$ cat config.mk
export PLATFORM = sky130hd
export DESIGN_NAME = coe_top
export DESIGN_NICKNAME = d
export VERILOG_FILES = /design/src/hw/coe_pkg.sv /design/src/hw/coe_fetch_if.sv /design/src/hw/coe_fetch.sv /design/src/hw/coe_top.sv
export VERILOG_INCLUDE_DIRS = /design/src /design/src/hw
export SDC_FILE = /design/constraint.sdc
export NUM_CORES = 1
export LEC_CHECK = 0
export BUFFER_PORTS_ARGS = -buffer_cell sky130_fd_sc_hd__buf_4
export CAP_MARGIN = 20
export CORE_MARGIN = 2
export CORE_UTILIZATION = 60
export DETAILED_ROUTE_END_ITERATION = 16
export GPL_TIMING_DRIVEN = 0
export PLACE_DENSITY_LB_ADDON = 0.2
export SLEW_MARGIN = 30
export SYNTH_ARGS = -nofsm -noshare
export SYNTH_HDL_FRONTEND = slang
export SYNTH_SLANG_ARGS = --single-unit
$ cat constraint.sdc
create_clock -name clock_i -period 3.35 [get_ports clock_i]
set_input_delay 1.005 -clock clock_i [delete_from_list [all_inputs] [get_ports clock_i]]
set_output_delay 1.005 -clock clock_i [all_outputs]
set_load 0.02 [all_outputs]
$ cat src/hw/coe_map.svh
// Register offsets, field positions, reset values and timing counts of the condition evaluator.
// Operation
// - Operand one word offset 0 to 255.
// - Operand one bit 0-15, bit conditions only.
// - Operand two area codes 0-6 or constant.
// - Operand two word offset 0 to 255.
// - Operand two bit 0-15, bit conditions only.
// - Timer setting 0 to 1000, 10 ms steps.
// - Counter setting 0 to 10000 iterations.
// - Constant holds any signed 32-bit value.
// - Data operands compared as signed 32-bit.
// - Top bit set means negative operand.
// - ON true when bit set, OFF when clear.
// - Data comparison true when relation holds.
// - Timer true after configured wait elapses.
// - Counter decrements per reference, reloads at zero.
`ifndef COE_MAP_SVH
`define COE_MAP_SVH
`define COE_A_CTRL 8'h00
`define COE_A_SRC1 8'h04
`define COE_A_SRC2 8'h08
`define COE_A_TIMER 8'h0c
`define COE_A_COUNT 8'h10
`define COE_A_CONST 8'h14
`define COE_A_STAT 8'h18
`define COE_F_COND 3:0
`define COE_F_EVAL 4
`define COE_F_AREA 3:0
`define COE_F_OFF 15:8
`define COE_F_BIT 19:16
`define COE_F_TIMER 9:0
`define COE_F_COUNT 13:0
`define COE_S_BUSY 0
`define COE_S_DONE 1
`define COE_S_TRUE 2
`define COE_S_ERR 3
`define COE_S_REM 29:16
`define COE_AREA_MAX 4'h6
`define COE_AREA_CONST 4'hf
`define COE_TIMER_MAX 10'h3e8
`define COE_COUNT_MAX 14'h2710
`define COE_RST_WORD 32'h0000_0000
`define COE_TICK_MS 10
`define COE_CLK_NS 10
`define COE_C_ON 4'h0
`define COE_C_OFF 4'h1
`define COE_C_AND 4'h2
`define COE_C_OR 4'h3
`define COE_C_EQ 4'h4
`define COE_C_NE 4'h5
`define COE_C_GT 4'h6
`define COE_C_GE 4'h7
`define COE_C_LT 4'h8
`define COE_C_LE 4'h9
`define COE_C_TIMER 4'ha
`define COE_C_COUNT 4'hb
`endif

$ cat src/hw/coe_pkg.sv
// Types and field helpers shared by the condition evaluator modules.
`include "coe_map.svh"
package coe_pkg;
	typedef enum logic [2:0] {ST_IDLE, ST_FETCH1, ST_FETCH2, ST_JUDGE, ST_WAIT} coe_state_t;
	typedef enum logic [1:0] {F_IDLE, F_LO, F_HI, F_LAST} coe_fstate_t;
	typedef logic [31:0] coe_word_t;
	// Field extraction from an operand source register.
	function automatic logic [3:0] coe_area(input coe_word_t w);
		return w[`COE_F_AREA];
	endfunction
	function automatic logic [7:0] coe_off(input coe_word_t w);
		return w[`COE_F_OFF];
	endfunction
	function automatic logic [3:0] coe_bit(input coe_word_t w);
		return w[`COE_F_BIT];
	endfunction
	// An area code outside 0..6 that is not the constant code is illegal.
	function automatic logic coe_bad_area(input coe_word_t w);
		return (coe_area(w) > `COE_AREA_MAX) && (coe_area(w) != `COE_AREA_CONST);
	endfunction
endpackage

$ cat src/hw/coe_fetch_if.sv
// Request and answer between the evaluator and its two-word operand fetcher.
`timescale 1ns/1ps
interface coe_fetch_if;
	logic req;
	logic [2:0] area;
	logic [7:0] offset;
	logic done;
	logic [31:0] data;
	modport host (output req, output area, output offset, input done, input data);
	modport unit (input req, input area, input offset, output done, output data);
endinterface

$ cat src/hw/coe_fetch.sv
// Two-word operand fetcher reading the shared memory areas.
`timescale 1ns/1ps
`include "coe_map.svh"
module coe_fetch
	import coe_pkg::*;
(
	// Clock and reset.
	input wire logic clock_i,
	input wire logic arst_n_i,
	// Request side.
	coe_fetch_if.unit fif,
	// Shared memory read port, data valid the cycle after a read.
	output logic mem_rd_o,
	output logic [2:0] mem_area_o,
	output logic [8:0] mem_word_o,
	input wire logic [15:0] mem_rdata_i
);
	coe_fstate_t st_reg;
	logic [15:0] lo_reg;
	logic [31:0] data_reg;
	logic done_reg;

	assign fif.done = done_reg;
	assign fif.data = data_reg;

	// First word is the low half; the second word sits one above, so offset 255 reads 256.
	always_ff @(posedge clock_i or negedge arst_n_i) begin
		if (!arst_n_i) begin
			st_reg <= F_IDLE;
			lo_reg <= 16'h0000;
			data_reg <= `COE_RST_WORD;
			done_reg <= 1'b0;
			mem_rd_o <= 1'b0;
			mem_area_o <= 3'h0;
			mem_word_o <= 9'h000;
		end else begin
			done_reg <= 1'b0;
			case (st_reg)
				F_IDLE: begin
					if (fif.req) begin
						mem_rd_o <= 1'b1;
						mem_area_o <= fif.area;
						mem_word_o <= {1'b0, fif.offset};
						st_reg <= F_LO;
					end
				end
				F_LO: begin
					mem_word_o <= 9'(mem_word_o + 9'h001);
					st_reg <= F_HI;
				end
				F_HI: begin
					lo_reg <= mem_rdata_i;
					mem_rd_o <= 1'b0;
					st_reg <= F_LAST;
				end
				F_LAST: begin
					data_reg <= {mem_rdata_i, lo_reg};
					done_reg <= 1'b1;
					st_reg <= F_IDLE;
				end
				default: st_reg <= F_IDLE;
			endcase
		end
	end
endmodule // coe_fetch

$ cat src/hw/coe_top.sv
// Condition evaluator: operand selection, timer, counter and judgement behind an AHB-Lite slave.
//
// Design decisions made here: the placing of the registers and the AHB-Lite register port.
`timescale 1ns/1ps
`include "coe_map.svh"
module coe_top
	import coe_pkg::*;
#(
	parameter int unsigned TICK_CYCLES = `COE_TICK_MS * 1000000 / `COE_CLK_NS
)
(
	// Clock and reset.
	input wire logic clock_i,
	input wire logic arst_n_i,
	// AHB-Lite slave.
	input wire logic hsel_i,
	input wire logic [31:0] haddr_i,
	input wire logic [1:0] htrans_i,
	input wire logic hwrite_i,
	input wire logic [2:0] hsize_i,
	input wire logic [31:0] hwdata_i,
	input wire logic hready_i,
	output logic [31:0] hrdata_o,
	output logic hreadyout_o,
	output logic hresp_o,
	// Shared memory read port.
	output logic mem_rd_o,
	output logic [2:0] mem_area_o,
	output logic [8:0] mem_word_o,
	input wire logic [15:0] mem_rdata_i,
	// Judgement result.
	output logic cond_done_o,
	output logic cond_true_o
);
	localparam logic [19:0] TICK_LAST = 20'(TICK_CYCLES - 1);

	coe_fetch_if fif ();

	coe_state_t st_reg;
	logic [3:0] cond_reg;
	coe_word_t src1_reg, src2_reg, const_reg, op1_reg, op2_reg;
	logic [9:0] timer_set_reg, wait_cnt_reg;
	logic [13:0] count_set_reg, count_rem_reg;
	logic [19:0] tick_cnt_reg;
	logic err_reg, done_reg, true_reg, busy_reg;
	logic [7:0] addr_reg;
	logic wr_pend_reg, rd_pend_reg;
	logic [31:0] hrdata_reg;
	logic hready_reg;
	logic done_pulse_reg;

	// Bus decode. Reads take one wait state so that a read right after a write sees new data.
	wire acc = hsel_i & hready_i & htrans_i[1];
	wire wr_acc = acc & hwrite_i;
	wire rd_acc = acc & ~hwrite_i;
	wire wr_ctrl = wr_pend_reg && (addr_reg == `COE_A_CTRL);
	wire wr_src1 = wr_pend_reg && (addr_reg == `COE_A_SRC1);
	wire wr_src2 = wr_pend_reg && (addr_reg == `COE_A_SRC2);
	wire wr_timer = wr_pend_reg && (addr_reg == `COE_A_TIMER);
	wire wr_count = wr_pend_reg && (addr_reg == `COE_A_COUNT);
	wire wr_const = wr_pend_reg && (addr_reg == `COE_A_CONST);
	wire start = wr_ctrl && hwdata_i[`COE_F_EVAL] && (st_reg == ST_IDLE);
	wire [3:0] new_cond = hwdata_i[`COE_F_COND];

	// Status word shows the evaluator's own state and the counter's remaining value.
	logic [31:0] stat_word;
	always_comb begin
		stat_word = `COE_RST_WORD;
		stat_word[`COE_S_BUSY] = busy_reg;
		stat_word[`COE_S_DONE] = done_reg;
		stat_word[`COE_S_TRUE] = true_reg;
		stat_word[`COE_S_ERR] = err_reg;
		stat_word[`COE_S_REM] = count_rem_reg;
	end

	// Read selection; unmapped offsets read as zero.
	wire [31:0] rd_mux =
		(addr_reg == `COE_A_CTRL) ? {28'h0000000, cond_reg} :
		(addr_reg == `COE_A_SRC1) ? src1_reg :
		(addr_reg == `COE_A_SRC2) ? src2_reg :
		(addr_reg == `COE_A_TIMER) ? {22'h000000, timer_set_reg} :
		(addr_reg == `COE_A_COUNT) ? {18'h00000, count_set_reg} :
		(addr_reg == `COE_A_CONST) ? const_reg :
		(addr_reg == `COE_A_STAT) ? stat_word : `COE_RST_WORD;

	// Operand sources and legality checks.
	wire const1 = coe_area(src1_reg) == `COE_AREA_CONST;
	wire const2 = coe_area(src2_reg) == `COE_AREA_CONST;
	wire is_timer = new_cond == `COE_C_TIMER;
	wire is_count = new_cond == `COE_C_COUNT;
	wire is_cmp = new_cond <= `COE_C_LE;
	wire bad_src = coe_bad_area(src1_reg) | coe_bad_area(src2_reg);
	wire both_const = const1 & const2;
	wire bad_timer = timer_set_reg > `COE_TIMER_MAX;
	wire bad_count = count_set_reg > `COE_COUNT_MAX;
	wire start_err = (is_cmp & (bad_src | both_const)) | (is_timer & bad_timer) |
		(is_count & bad_count) | ~(is_cmp | is_timer | is_count);

	// Counter decrements per reference; zero result is false and reloads the setting.
	wire [13:0] cnt_dec = (count_rem_reg == 14'h0000) ? 14'h0000 : 14'(count_rem_reg - 14'h0001);
	wire cnt_true = cnt_dec != 14'h0000;

	// Fetch requests; a constant operand never touches memory.
	wire f1_ok = const1 | fif.done;
	wire go_data = start & is_cmp & ~start_err;
	assign fif.req = (go_data & ~const1) | ((st_reg == ST_FETCH1) & f1_ok & ~const2);
	// Named fields, since a function result cannot be part-selected directly.
	wire [3:0] area1 = coe_area(src1_reg);
	wire [3:0] area2 = coe_area(src2_reg);
	wire [7:0] off1 = coe_off(src1_reg);
	wire [7:0] off2 = coe_off(src2_reg);
	assign fif.area = (st_reg == ST_IDLE) ? area1[2:0] : area2[2:0];
	assign fif.offset = (st_reg == ST_IDLE) ? off1 : off2;

	coe_fetch u_fetch (
		.clock_i(clock_i),
		.arst_n_i(arst_n_i),
		.fif(fif),
		.mem_rd_o(mem_rd_o),
		.mem_area_o(mem_area_o),
		.mem_word_o(mem_word_o),
		.mem_rdata_i(mem_rdata_i)
	);

	// Judgement: bit indices count only for bit conditions, data is signed 32-bit.
	wire bit1 = op1_reg[coe_bit(src1_reg)];
	wire bit2 = op2_reg[coe_bit(src2_reg)];
	wire signed [31:0] sa = $signed(op1_reg);
	wire signed [31:0] sb = $signed(op2_reg);
	logic judge;
	always_comb begin
		case (cond_reg)
			`COE_C_ON: judge = bit1;
			`COE_C_OFF: judge = ~bit1;
			`COE_C_AND: judge = bit1 & bit2;
			`COE_C_OR: judge = bit1 | bit2;
			`COE_C_EQ: judge = sa == sb;
			`COE_C_NE: judge = sa != sb;
			`COE_C_GT: judge = sa > sb;
			`COE_C_GE: judge = sa >= sb;
			`COE_C_LT: judge = sa < sb;
			`COE_C_LE: judge = sa <= sb;
			default: judge = 1'b0;
		endcase
	end

	wire tick = (st_reg == ST_WAIT) && (tick_cnt_reg == TICK_LAST);

	// Bus slave pipeline registers.
	always_ff @(posedge clock_i or negedge arst_n_i) begin
		if (!arst_n_i) begin
			addr_reg <= 8'h00;
			wr_pend_reg <= 1'b0;
			rd_pend_reg <= 1'b0;
			hrdata_reg <= `COE_RST_WORD;
			hready_reg <= 1'b1;
		end else begin
			if (acc) begin
				addr_reg <= haddr_i[7:0];
			end
			wr_pend_reg <= wr_acc;
			rd_pend_reg <= rd_acc;
			hready_reg <= ~rd_acc;
			if (rd_pend_reg) begin
				hrdata_reg <= rd_mux;
			end
		end
	end

	// Software settings; everything clears to zero at reset.
	always_ff @(posedge clock_i or negedge arst_n_i) begin
		if (!arst_n_i) begin
			cond_reg <= 4'h0;
			src1_reg <= `COE_RST_WORD;
			src2_reg <= `COE_RST_WORD;
			timer_set_reg <= 10'h000;
			count_set_reg <= 14'h0000;
			const_reg <= `COE_RST_WORD;
		end else begin
			if (wr_ctrl && st_reg == ST_IDLE) begin
				cond_reg <= new_cond;
			end
			if (wr_src1) begin
				src1_reg <= {12'h000, hwdata_i[19:0]};
			end
			if (wr_src2) begin
				src2_reg <= {12'h000, hwdata_i[19:0]};
			end
			if (wr_timer) begin
				timer_set_reg <= hwdata_i[`COE_F_TIMER];
			end
			if (wr_count) begin
				count_set_reg <= hwdata_i[`COE_F_COUNT];
			end
			if (wr_const) begin
				const_reg <= hwdata_i;
			end
		end
	end

	// Counter state: a write to the setting reloads it, a reference counts it down.
	always_ff @(posedge clock_i or negedge arst_n_i) begin
		if (!arst_n_i) begin
			count_rem_reg <= 14'h0000;
		end else if (wr_count) begin
			count_rem_reg <= hwdata_i[`COE_F_COUNT];
		end else if (start & is_count & ~start_err) begin
			count_rem_reg <= cnt_true ? cnt_dec : count_set_reg;
		end
	end

	// Sequencer. A start clears done; the end of a judgement sets it, and when both fall in one cycle (error, counter, zero timer) the set wins.
	always_ff @(posedge clock_i or negedge arst_n_i) begin
		if (!arst_n_i) begin
			st_reg <= ST_IDLE;
			op1_reg <= `COE_RST_WORD;
			op2_reg <= `COE_RST_WORD;
			wait_cnt_reg <= 10'h000;
			tick_cnt_reg <= 20'h00000;
			err_reg <= 1'b0;
			done_reg <= 1'b0;
			true_reg <= 1'b0;
			busy_reg <= 1'b0;
			done_pulse_reg <= 1'b0;
		end else begin
			done_pulse_reg <= 1'b0;
			case (st_reg)
				ST_IDLE: begin
					if (start) begin
						err_reg <= start_err;
						done_reg <= 1'b0;
						if (start_err) begin
							done_reg <= 1'b1;
							true_reg <= 1'b0;
							done_pulse_reg <= 1'b1;
						end else if (is_count) begin
							done_reg <= 1'b1;
							true_reg <= cnt_true;
							done_pulse_reg <= 1'b1;
						end else if (is_timer && timer_set_reg == 10'h000) begin
							done_reg <= 1'b1;
							true_reg <= 1'b1;
							done_pulse_reg <= 1'b1;
						end else if (is_timer) begin
							wait_cnt_reg <= timer_set_reg;
							tick_cnt_reg <= 20'h00000;
							busy_reg <= 1'b1;
							st_reg <= ST_WAIT;
						end else begin
							busy_reg <= 1'b1;
							st_reg <= ST_FETCH1;
						end
					end
				end
				ST_FETCH1: begin
					if (f1_ok) begin
						op1_reg <= const1 ? const_reg : fif.data;
						st_reg <= ST_FETCH2;
					end
				end
				ST_FETCH2: begin
					if (const2 | fif.done) begin
						op2_reg <= const2 ? const_reg : fif.data;
						st_reg <= ST_JUDGE;
					end
				end
				ST_JUDGE: begin
					true_reg <= judge;
					done_reg <= 1'b1;
					done_pulse_reg <= 1'b1;
					busy_reg <= 1'b0;
					st_reg <= ST_IDLE;
				end
				ST_WAIT: begin
					tick_cnt_reg <= tick ? 20'h00000 : 20'(tick_cnt_reg + 20'h00001);
					if (tick) begin
						wait_cnt_reg <= 10'(wait_cnt_reg - 10'h001);
						if (wait_cnt_reg == 10'h001) begin
							true_reg <= 1'b1;
							done_reg <= 1'b1;
							done_pulse_reg <= 1'b1;
							busy_reg <= 1'b0;
							st_reg <= ST_IDLE;
						end
					end
				end
				default: st_reg <= ST_IDLE;
			endcase
		end
	end

	// Outputs straight from flip-flops; the slave always answers OKAY.
	assign hrdata_o = hrdata_reg;
	assign hreadyout_o = hready_reg;
	assign hresp_o = 1'b0;
	assign cond_done_o = done_pulse_reg;
	assign cond_true_o = true_reg;

	// Checks. Cycle count in the wait state, for tying the timer result to its setting.
	logic [31:0] wait_cyc_reg;
	always_ff @(posedge clock_i or negedge arst_n_i) begin
		if (!arst_n_i) begin
			wait_cyc_reg <= 32'h0000_0000;
		end else begin
			wait_cyc_reg <= (st_reg == ST_WAIT) ? 32'(wait_cyc_reg + 32'h0000_0001) : 32'h0000_0000;
		end
	end
endmodule // coe_top

# After elaboration in Yosys (flattened, before gate mapping)
# Cells that the tools add are included.
[word_totals] elab_cells=232 ramBits=0 inputBits=90 latchBits=0 out_inout_bits=49 ff_bits=323 n_memories=0 romBits=0
[op_classes] shift=0 div=0 order_cmp=11 bitwise=34 multipliers=0 n_reduce_logical=37 eq_ne=43 n_mux=74 n_addsub=4
[ops] cell="two-way mux 32 bit" n=8
[ops] cell="two-way mux 20 bit" n=6
[ops] cell="two-way mux 10 bit" n=6
[ops] cell="two-way mux 14 bit" n=4
[ops] cell="one-hot mux 20 bit (2 select lines)" n=1
[ops] cell="equality test 32 bit" n=1
[ops] cell=">= comparator 32 bit" n=1
[ops] cell="> comparator 32 bit" n=1
[ops] cell="<= comparator 32 bit" n=1
[ops] cell="< comparator 32 bit" n=1
[ops] cell="!= test 32 bit" n=1
[ops] cell="two-way mux 3 bit" n=10
[ops] cell="two-way mux 30 bit" n=1
[ops] cell="equality test 4 bit, second input constant" n=6
[ops] cell="equality test 8 x 5 -> 1 bit, second input constant" n=3
[ops] cell="two-way mux 1 bit" n=23
[ops] cell="adder 20 x 1 -> 20 bit, second input constant" n=1
[ops] cell="equality test 20 bit, second input constant" n=1
[ops] cell="one-hot mux 10 bit (2 select lines)" n=1
[ops] cell="!= test 2 bit, second input constant" n=9
[ops] cell="one-hot mux 9 bit (2 select lines)" n=1
[ops] cell="bitwise AND 1 bit" n=16
[ops] cell="equality test 4 x 3 -> 1 bit, second input constant" n=4
[ops] cell="equality test 8 x 4 -> 1 bit, second input constant" n=2
[ops] cell="47 further kinds" n=94

# Logic depth before layout (Yosys ltp)
# Gate-level depths: netlist of the first run.
[depth] depth_word=14 depth_mapped=11 mapped_depth_nobuf=10

# By module
# From an unflattened synthesis of the first run, not the netlist that was laid out.
[hier_totals] cells_unflattened=1602 area_unflattened_um2=16372.0
[modules_own_cells] module="coe_top" seq_area_each_um2=6482.5 cells_each=1409 n_inst=1 area_each_um2=13705.6
[modules_own_cells] module="coe_fetch" seq_area_each_um2=1601.5 cells_each=193 n_inst=1 area_each_um2=2666.3

# Worst setup path before layout of the first run
# OpenSTA, ideal clock, no wires.
[synth_timing] path_type="input to register" start="in hwdata_i[0]" end="reg count_rem_reg[12]" setup_time_ps=119 arrival_ps=2784 n_path_buf=1 required_time_ps=3231 cell_stages=9 slack_ps=447 cell_sequence="clkbuf_1 -> nand4b_1 -> a211oi_1 -> a21oi_1 -> nand2_1 -> or4_4 -> o41ai_2 -> o211ai_1 -> o21a_1"
[synth_between] elab_chain_cells=8 word_cells_on_any_way=16 classes_between="order compare: 1; eq/ne: 2; bitwise: 12; reduce/logical: 1"
[synth_rtl] item="from (decl)" line_no="coe_top.sv:21" source="input wire logic [31:0] hwdata_i,"
[synth_rtl] item="<= comparator 4 bit (no source line) or equality test 4 bit (tied branches)"
[synth_rtl] item="bitwise AND 1 bit or OR 1 bit (tied branches)" line_no="coe_top.sv:96, coe_top.sv:97"
[synth_rtl] item="OR 1 bit (on tied branches)" line_no="coe_top.sv:96, coe_top.sv:97"
[synth_rtl] item="OR 1 bit or inverter 1 bit (tied branches)" line_no="coe_top.sv:96, coe_top.sv:97"
[synth_rtl] item="OR 1 bit" line_no="coe_top.sv:97" source="(is_count & bad_count) | ~(is_cmp | is_timer | is_count);"
[synth_rtl] item="inverter 1 bit" line_no="coe_top.sv:207" source="end else if (start & is_count & ~start_err) begin"
[synth_rtl] item="bitwise AND 1 bit *" line_no="coe_top.sv:207"
[synth_rtl] item="nonzero test 2 bit (no source line) *"
[synth_rtl] item="to (signal assigned)" line_no="coe_top.sv:206" source="count_rem_reg <= hwdata_i[`COE_F_COUNT];"
[synth_rtl] item="to (signal assigned)" line_no="coe_top.sv:208" source="count_rem_reg <= cnt_true ? cnt_dec : count_set_reg;"
[synth_rtl] item="to (decl)" line_no="coe_top.sv:43" source="logic [13:0] count_set_reg, count_rem_reg;"
# Every way passes the cells marked *; elsewhere a longest branch is shown, timed or not.
# A chain may end at the register's enable or synchronous reset.

# Worst setup path in the final report of the first run
[layout_timing] start="in hwdata_i[0]" end="reg count_rem_reg[5]"
# Same word-level chain as after synthesis.

==> impl_metrics.toml, run 1 <==
[pwr]
power.internal_mw = 9.15
p_switching_mw = 4.97
p_seq_share_pct = 41.3
power.density_mw_per_mm2 = 751
irDropWorstVdd_mv = 0.404
swShare_pct = 35.2
pwr-share-clk_pct = 27.1
p_comb_share_pct = 31.5
leakage_nw = 8.12

[critical_path]
cp_max_fo = 10
critPathLaunchType = "input pin"
criticalPathCategory = "input pin to flip-flop"
r2r_end = "count_rem_reg[5]"
rrSetupSlack_ns = 0.11
required_ns = 3.73
arrival_ns = 3.66
r2r-start = "addr_reg[0]"
r2r_cells = 9
end_kind = "flip-flop"

[yosys]
ys.flop_type = "dfrtp_1"
ys_seq_elements = 323
synth-simple-area-share_pct = 13.7
yosysSeqAreaShare_pct = 49.8
synth-async-reset-ratio_pct = 100
synth_top_cell_by_area = "dfrtp_1"
yosys_warnings = 0
synthXorXnorAreaFrac_pct = 1.08
synth_compound_area_share_pct = 13.6
mappedNetlistArea_mm2 = 0.0162
yosys-top-cells-count = "dfrtp_1, nand2_1, mux2_2, nor2_1, o21ai_0"
synth_edf_count = 0
yosysTopAreaCellShare_pct = 49.6
synthAdderAreaFrac_pct = 3.16
syn_area_per_cell_um2 = 10.2
synth_area_leaders = "dfrtp_1, mux2_2, nand2_1"
syn-num-nets = 1716
ys_types = 76
synth_top_family_by_area = "multiplexers"
syn_inst = 1585
yosysMostFrequentCell = "dfrtp_1"
synth.area.mux_share_pct = 14.8

[grt]
grt_pass1_vias = 13000
grt_max_degree = 90
gr-total-overflow = 0
grt_use_total_pct = 33.5
grt_pass1_wl_um = 73000
antenna_found_initial = 1

[floorplanning]
rows = 60
core-area_mm2 = 0.0267
pin_count = 139
die_h_um = 169
start_util_pct = 60.8
die-area_mm2 = 0.0284
die_width_um = 169

[sta]
rsz0062_at_grt = "false"
fmax_mhz = 304
worst_pin_slew_ns = 0.921
final_max_slew_viol_count = 0
setup-violations-final = 0
fin_skew_ns = 0.0195
period_minus_slack_ns = 3.29
relSlewSlack_pct = 38.2
hold_viol = 0
finalCritPeriodShare_pct = 98.1

[clocking]
cts_buffers = 36
cts-root-buf = "clkbuf_16"
cts-htree-levels = 2
cts_tree = "built"
cts_buffer_depth = 3
cts_sinks = 323
clk_pin_slew_worst_paths_ns = 0.06
clock_latency_ns = 0.53

[run_status]
status = "complete, no violations"

[route]
detail_route.wl_per_cell_um = 22.4
firstDrtPassIters = 8
wirelength_um = 47000
drt-vias-per-instance = 6.39
first_iter_violations = 1183
vias = 13400
ant_nets = 0
drc = 0

[place]
port_buffers = 109
dpl.hpwl_um = 34400
placedCellCount = 2039
gp_congestion = 0.975

[layout]
area_growth_pct = 15.7
drive_above_1_share_pct = 20.5
fin_cells = 2103
utilization_pct = 70.3
fill_cells = 2009
antenna_cells = 0
nNetsFinal = 1869

[job]
max_cap_violations = 0

[hold_path]
hp-class = "input pin to asynchronous set/reset pin"
-- what timing repair did --
action / 4_1_cts / 5_1_grt
hold buffers: 0 / 0
gates cloned: 0 / 0
setup buffers: 2 / 0
setup endpoints to repair: 33 / 35
gates resized for setup: 1 / 9
-- cell type report --
type | instances | area (um^2) | share of cell area [%]
sequential | 323 | 8080 | 43.0
multi-input combinational | 1097 | 7560 | 40.2
clock buffer | 52 | 1050 | 5.60
timing repair buffer | 115 | 951 | 5.06
tap | 341 | 427 | 2.27
buffer | 96 | 380 | 2.02
inverter | 69 | 259 | 1.38
clock inverter | 10 | 85.1 | 0.453
-- power groups by stage --
stage | clock network, mW | logic [mW] | registers, mW
global placement | 0 | 4.17 | 5.81
floorplan | 0 | 3.03 | 5.63
CTS | 3.86 | 4.39 | 5.80
global route | 4.02 | 4.94 | 5.93
detailed placement | 0 | 4.36 | 5.85
finish | 3.83 | 4.45 | 5.83
-- cells by family after synthesis --
group | count (synthesis)
XOR/XNOR | 20
AND/OR/NAND/NOR | 482
AO/OA/AOI/OAI | 343
buffers and inverters | 165
adder cells (fa/ha/maj) | 41
flip-flops | 323
multiplexers | 210
other | 1
-- critical path, stage by stage --
cell	delay [ns]
buf_4	0.11
clkbuf_2	0.22
nand4b_1	0.30
a211oi_1	0.08
a21oi_1	0.36
nand2_1	0.34
nor3_1	0.56
nor2_1	0.11
clkbuf_1	0.28
a22oi_1	0.21
o21ai_1	0.09
-- worst max-delay path by stage --
stage,cells after the start,end,start,slack (ns)
after detailed placement,11,wait_cnt_reg[1],hwdata_i[1],-0.66
after floorplan,9,count_rem_reg[12],hwdata_i[0],0.45
final,11,count_rem_reg[5],hwdata_i[0],0.06
after global placement,1,src2_reg[7],arst_n_i,-1.66
after global routing,10,cond_true_o,count_rem_reg[5],0.004
after CTS,10,tick_cnt_reg[16],hwdata_i[0],0.05
-- metrics by stage --
step	setup slack, ns	cell area [um^2]	total power [mW]	hold slack, ns	setup TNS (ns)
floorplan	0.447	16200	8.66	0.449	0
global placement	-1.66	17500	9.98	0.465	-553.90
detailed placement	-0.656	17600	10.2	0.470	-28.90
CTS	0.0548	18800	14.0	0.418	0
global route	0.00432	18800	14.9	0.433	0
finish	0.0647	18800	14.1	0.408	0
-- cell usage in the layout (no fill, tap or decap), types with 37 or more instances in the layout --
master and n:
a21oi_1 59, a31oi_1 44, buf_4 111, clkbuf_1 84
clkbuf_16 37, dfrtp_1 322, ha_1 41, inv_1 69
mux2_2 152, mux2i_1 49, nand2_1 206, nor2_1 116
o21ai_0 92
-- per-layer routing --
metal  GRT usage (%)  part of all wire [%]  vias up
met5               0                     0        -
met4            16.9                   5.4        0
met3            7.93                   9.6      157
met2            51.1                    45      642
met1            45.4                    40     6662
li1                -                     -     5975
No activity file was read; power rests on OpenSTA's default activity.
==> run 2: changes to the inputs <==
--- a/config.mk
+++ b/config.mk
@@ -6,10 +6,12 @@
 export SDC_FILE = /design/constraint.sdc
 export NUM_CORES = 1
 export LEC_CHECK = 0
+export ABC_AREA = 0
 export BUFFER_PORTS_ARGS = -buffer_cell sky130_fd_sc_hd__buf_4
 export CAP_MARGIN = 20
 export CORE_MARGIN = 2
-export CORE_UTILIZATION = 60
+export CORE_UTILIZATION = 54
+export CTS_CLUSTER_SIZE = 8
 export DETAILED_ROUTE_END_ITERATION = 16
 export GPL_TIMING_DRIVEN = 0
 export PLACE_DENSITY_LB_ADDON = 0.2
==> constraint.sdc (replaced) <==
create_clock -name clock_i -period 2.7 [get_ports clock_i]
set_input_delay 0.81 -clock clock_i [delete_from_list [all_inputs] [get_ports clock_i]]
set_output_delay 0.81 -clock clock_i [all_outputs]
set_load 0.02 [all_outputs]
==> run 2 against run 1 <==
  * The flow now finishes with violations (setup timing)
  * Sequential share of layout area down 2.2 points
  * Clock-buffer cell count up 3
  * Non-clock buffer count up 31
  * Final cell count up 3.6%
  * Largest power group unchanged
==> impl_metrics.toml, run 2 (synthesized netlist as in run 1, its figures left out) <==
[clocking]
cts_buffers = 46
clock_latency_ns = 0.55
hold_buffers = 0
cts_buffer_depth = 3
cts_tree = "built"
cts-htree-levels = 2
cts-root-buf = "clkbuf_16"
cts_sinks = 323
clk_pin_slew_worst_paths_ns = 0.05

[place]
dpl.hpwl_um = 35100
post_dp_cell_area_mm2 = 0.0177
port_buffers = 109
placedCellCount = 2088
gp_congestion = 0.934

[floorplanning]
die_h_um = 177
die-area_mm2 = 0.0315
pin_count = 139
die_width_um = 177
rows = 63
start_util_pct = 54.8
core-area_mm2 = 0.0296

[sta]
fmax_mhz = 348
relSlewSlack_pct = 42.8
final_max_slew_viol_count = 0
fin_skew_ns = 0.0156
setup_ws_ns = -0.177
rsz0062_at_grt = "true"
setup-violations-final = 76
period_minus_slack_ns = 2.88
finalCritPeriodShare_pct = 107
setup_tns_ns = -5.82
hold_viol = 0
worst_pin_slew_ns = 0.858

[layout]
fin_cells = 2178
antenna_cells = 0
area_growth_pct = 22.0
final_cell_mix = "dfrtp_1, nand2_1, mux2_2"
final_common_cell = "dfrtp_1"
nNetsFinal = 1910
fill_cells = 2349
drive_above_1_share_pct = 26.6
fin_area_mm2 = 0.0198

[route]
first_iter_violations = 1208
detail_route.wl_per_cell_um = 22.8
vias = 13500
wirelength_um = 49600
ant_nets = 0
drc = 0
firstDrtPassIters = 5
drt-vias-per-instance = 6.22

[grt]
grt_use_total_pct = 31.5
grt_pass1_vias = 13300
grt_max_degree = 83
grt_pass1_wl_um = 75800
antenna_found_initial = 0
gr-total-overflow = 0

[critical_path]
cp_max_fo = 10
arrival_ns = 3.29
required_ns = 3.12
criticalPathCategory = "flip-flop to flip-flop"
critPathLaunchType = "flip-flop"
end_kind = "flip-flop"

[job]
max_cap_violations = 0

[pwr]
irDropWorstVdd_mv = 0.527
total_power_mw = 18.2
leakage_nw = 8.69
power.density_mw_per_mm2 = 918

[run_status]
violations = "setup timing"
status = "finished, violations left"

[hold_path]
hp-class = "input pin to asynchronous set/reset pin"
run 2: where the power goes:
part	total [mW]	switching, mW	internal [mW]
Sequential	7.26	1.17	6.09
Clock	5.06	2.03	3.03
Combinational	5.88	3.19	2.69
run 2: metrics by stage:
stage	setup slack, ns	util, %	hold WS [ns]
floorplan	0.00674	-	0.449
global placement	-2.13	59.2	0.464
detailed placement	-0.930	59.6	0.470
CTS	-0.118	65.2	0.231
global route	-0.227	66.9	0.244
finish	-0.177	66.9	0.206
run 2: cell type report:
type,instances,area (um^2),area share (%)
sequential,323,8090,40.8
inverter,69,259,1.31
timing repair buffer,151,1320,6.65
multi-input combinational,1097,8020,40.5
clock buffer,55,1180,5.98
clock inverter,2,23.8,0.120
buffer,91,434,2.19
tap,390,488,2.46
run 2: what timing repair did:
action | 4_1_cts | 5_1_grt
resized for setup | 64 | 108
pin swaps | 17 | 36
setup buffers | 23 | 14
cloned | 0 | 2
setup endpoints to repair | 141 | 172
run 2: worst paths after layout:
check	start	endpoint	slack, ns	cells after the start
hold reg to reg	op2_reg[19]	op2_reg[19]	0.48	2
hold / removal	arst_n_i	hrdata_o[27]	0.21	1
max in group asynchronous	arst_n_i	tick_cnt_reg[10]	1.11	4
setup reg to reg	addr_reg[6]	src1_reg[18]	-0.18	7
setup / recovery	addr_reg[6]	src1_reg[18]	-0.18	7
min in group clock_i	op2_reg[19]	op2_reg[19]	0.48	2
run 2: worst max-delay path, cell delays in order (launching register included):
cell and delay (ns):
dfrtp_1 0.37, or4_4 0.57, nor3_1 0.45, nand2_1 0.21, nor2_4 0.26, nand2_1 0.14, clkbuf_2 0.38, mux2_2 0.37
run 2: layer usage:
layer	global-route usage (%)	share of wire, %	wire [um]	vias up
met5	0	0	0	-
met4	16.4	5.2	2580	0
met3	5.53	7.1	3500	151
met2	48.4	46	22800	593
met1	43.0	42	20700	6740
li1	-	-	-	6059
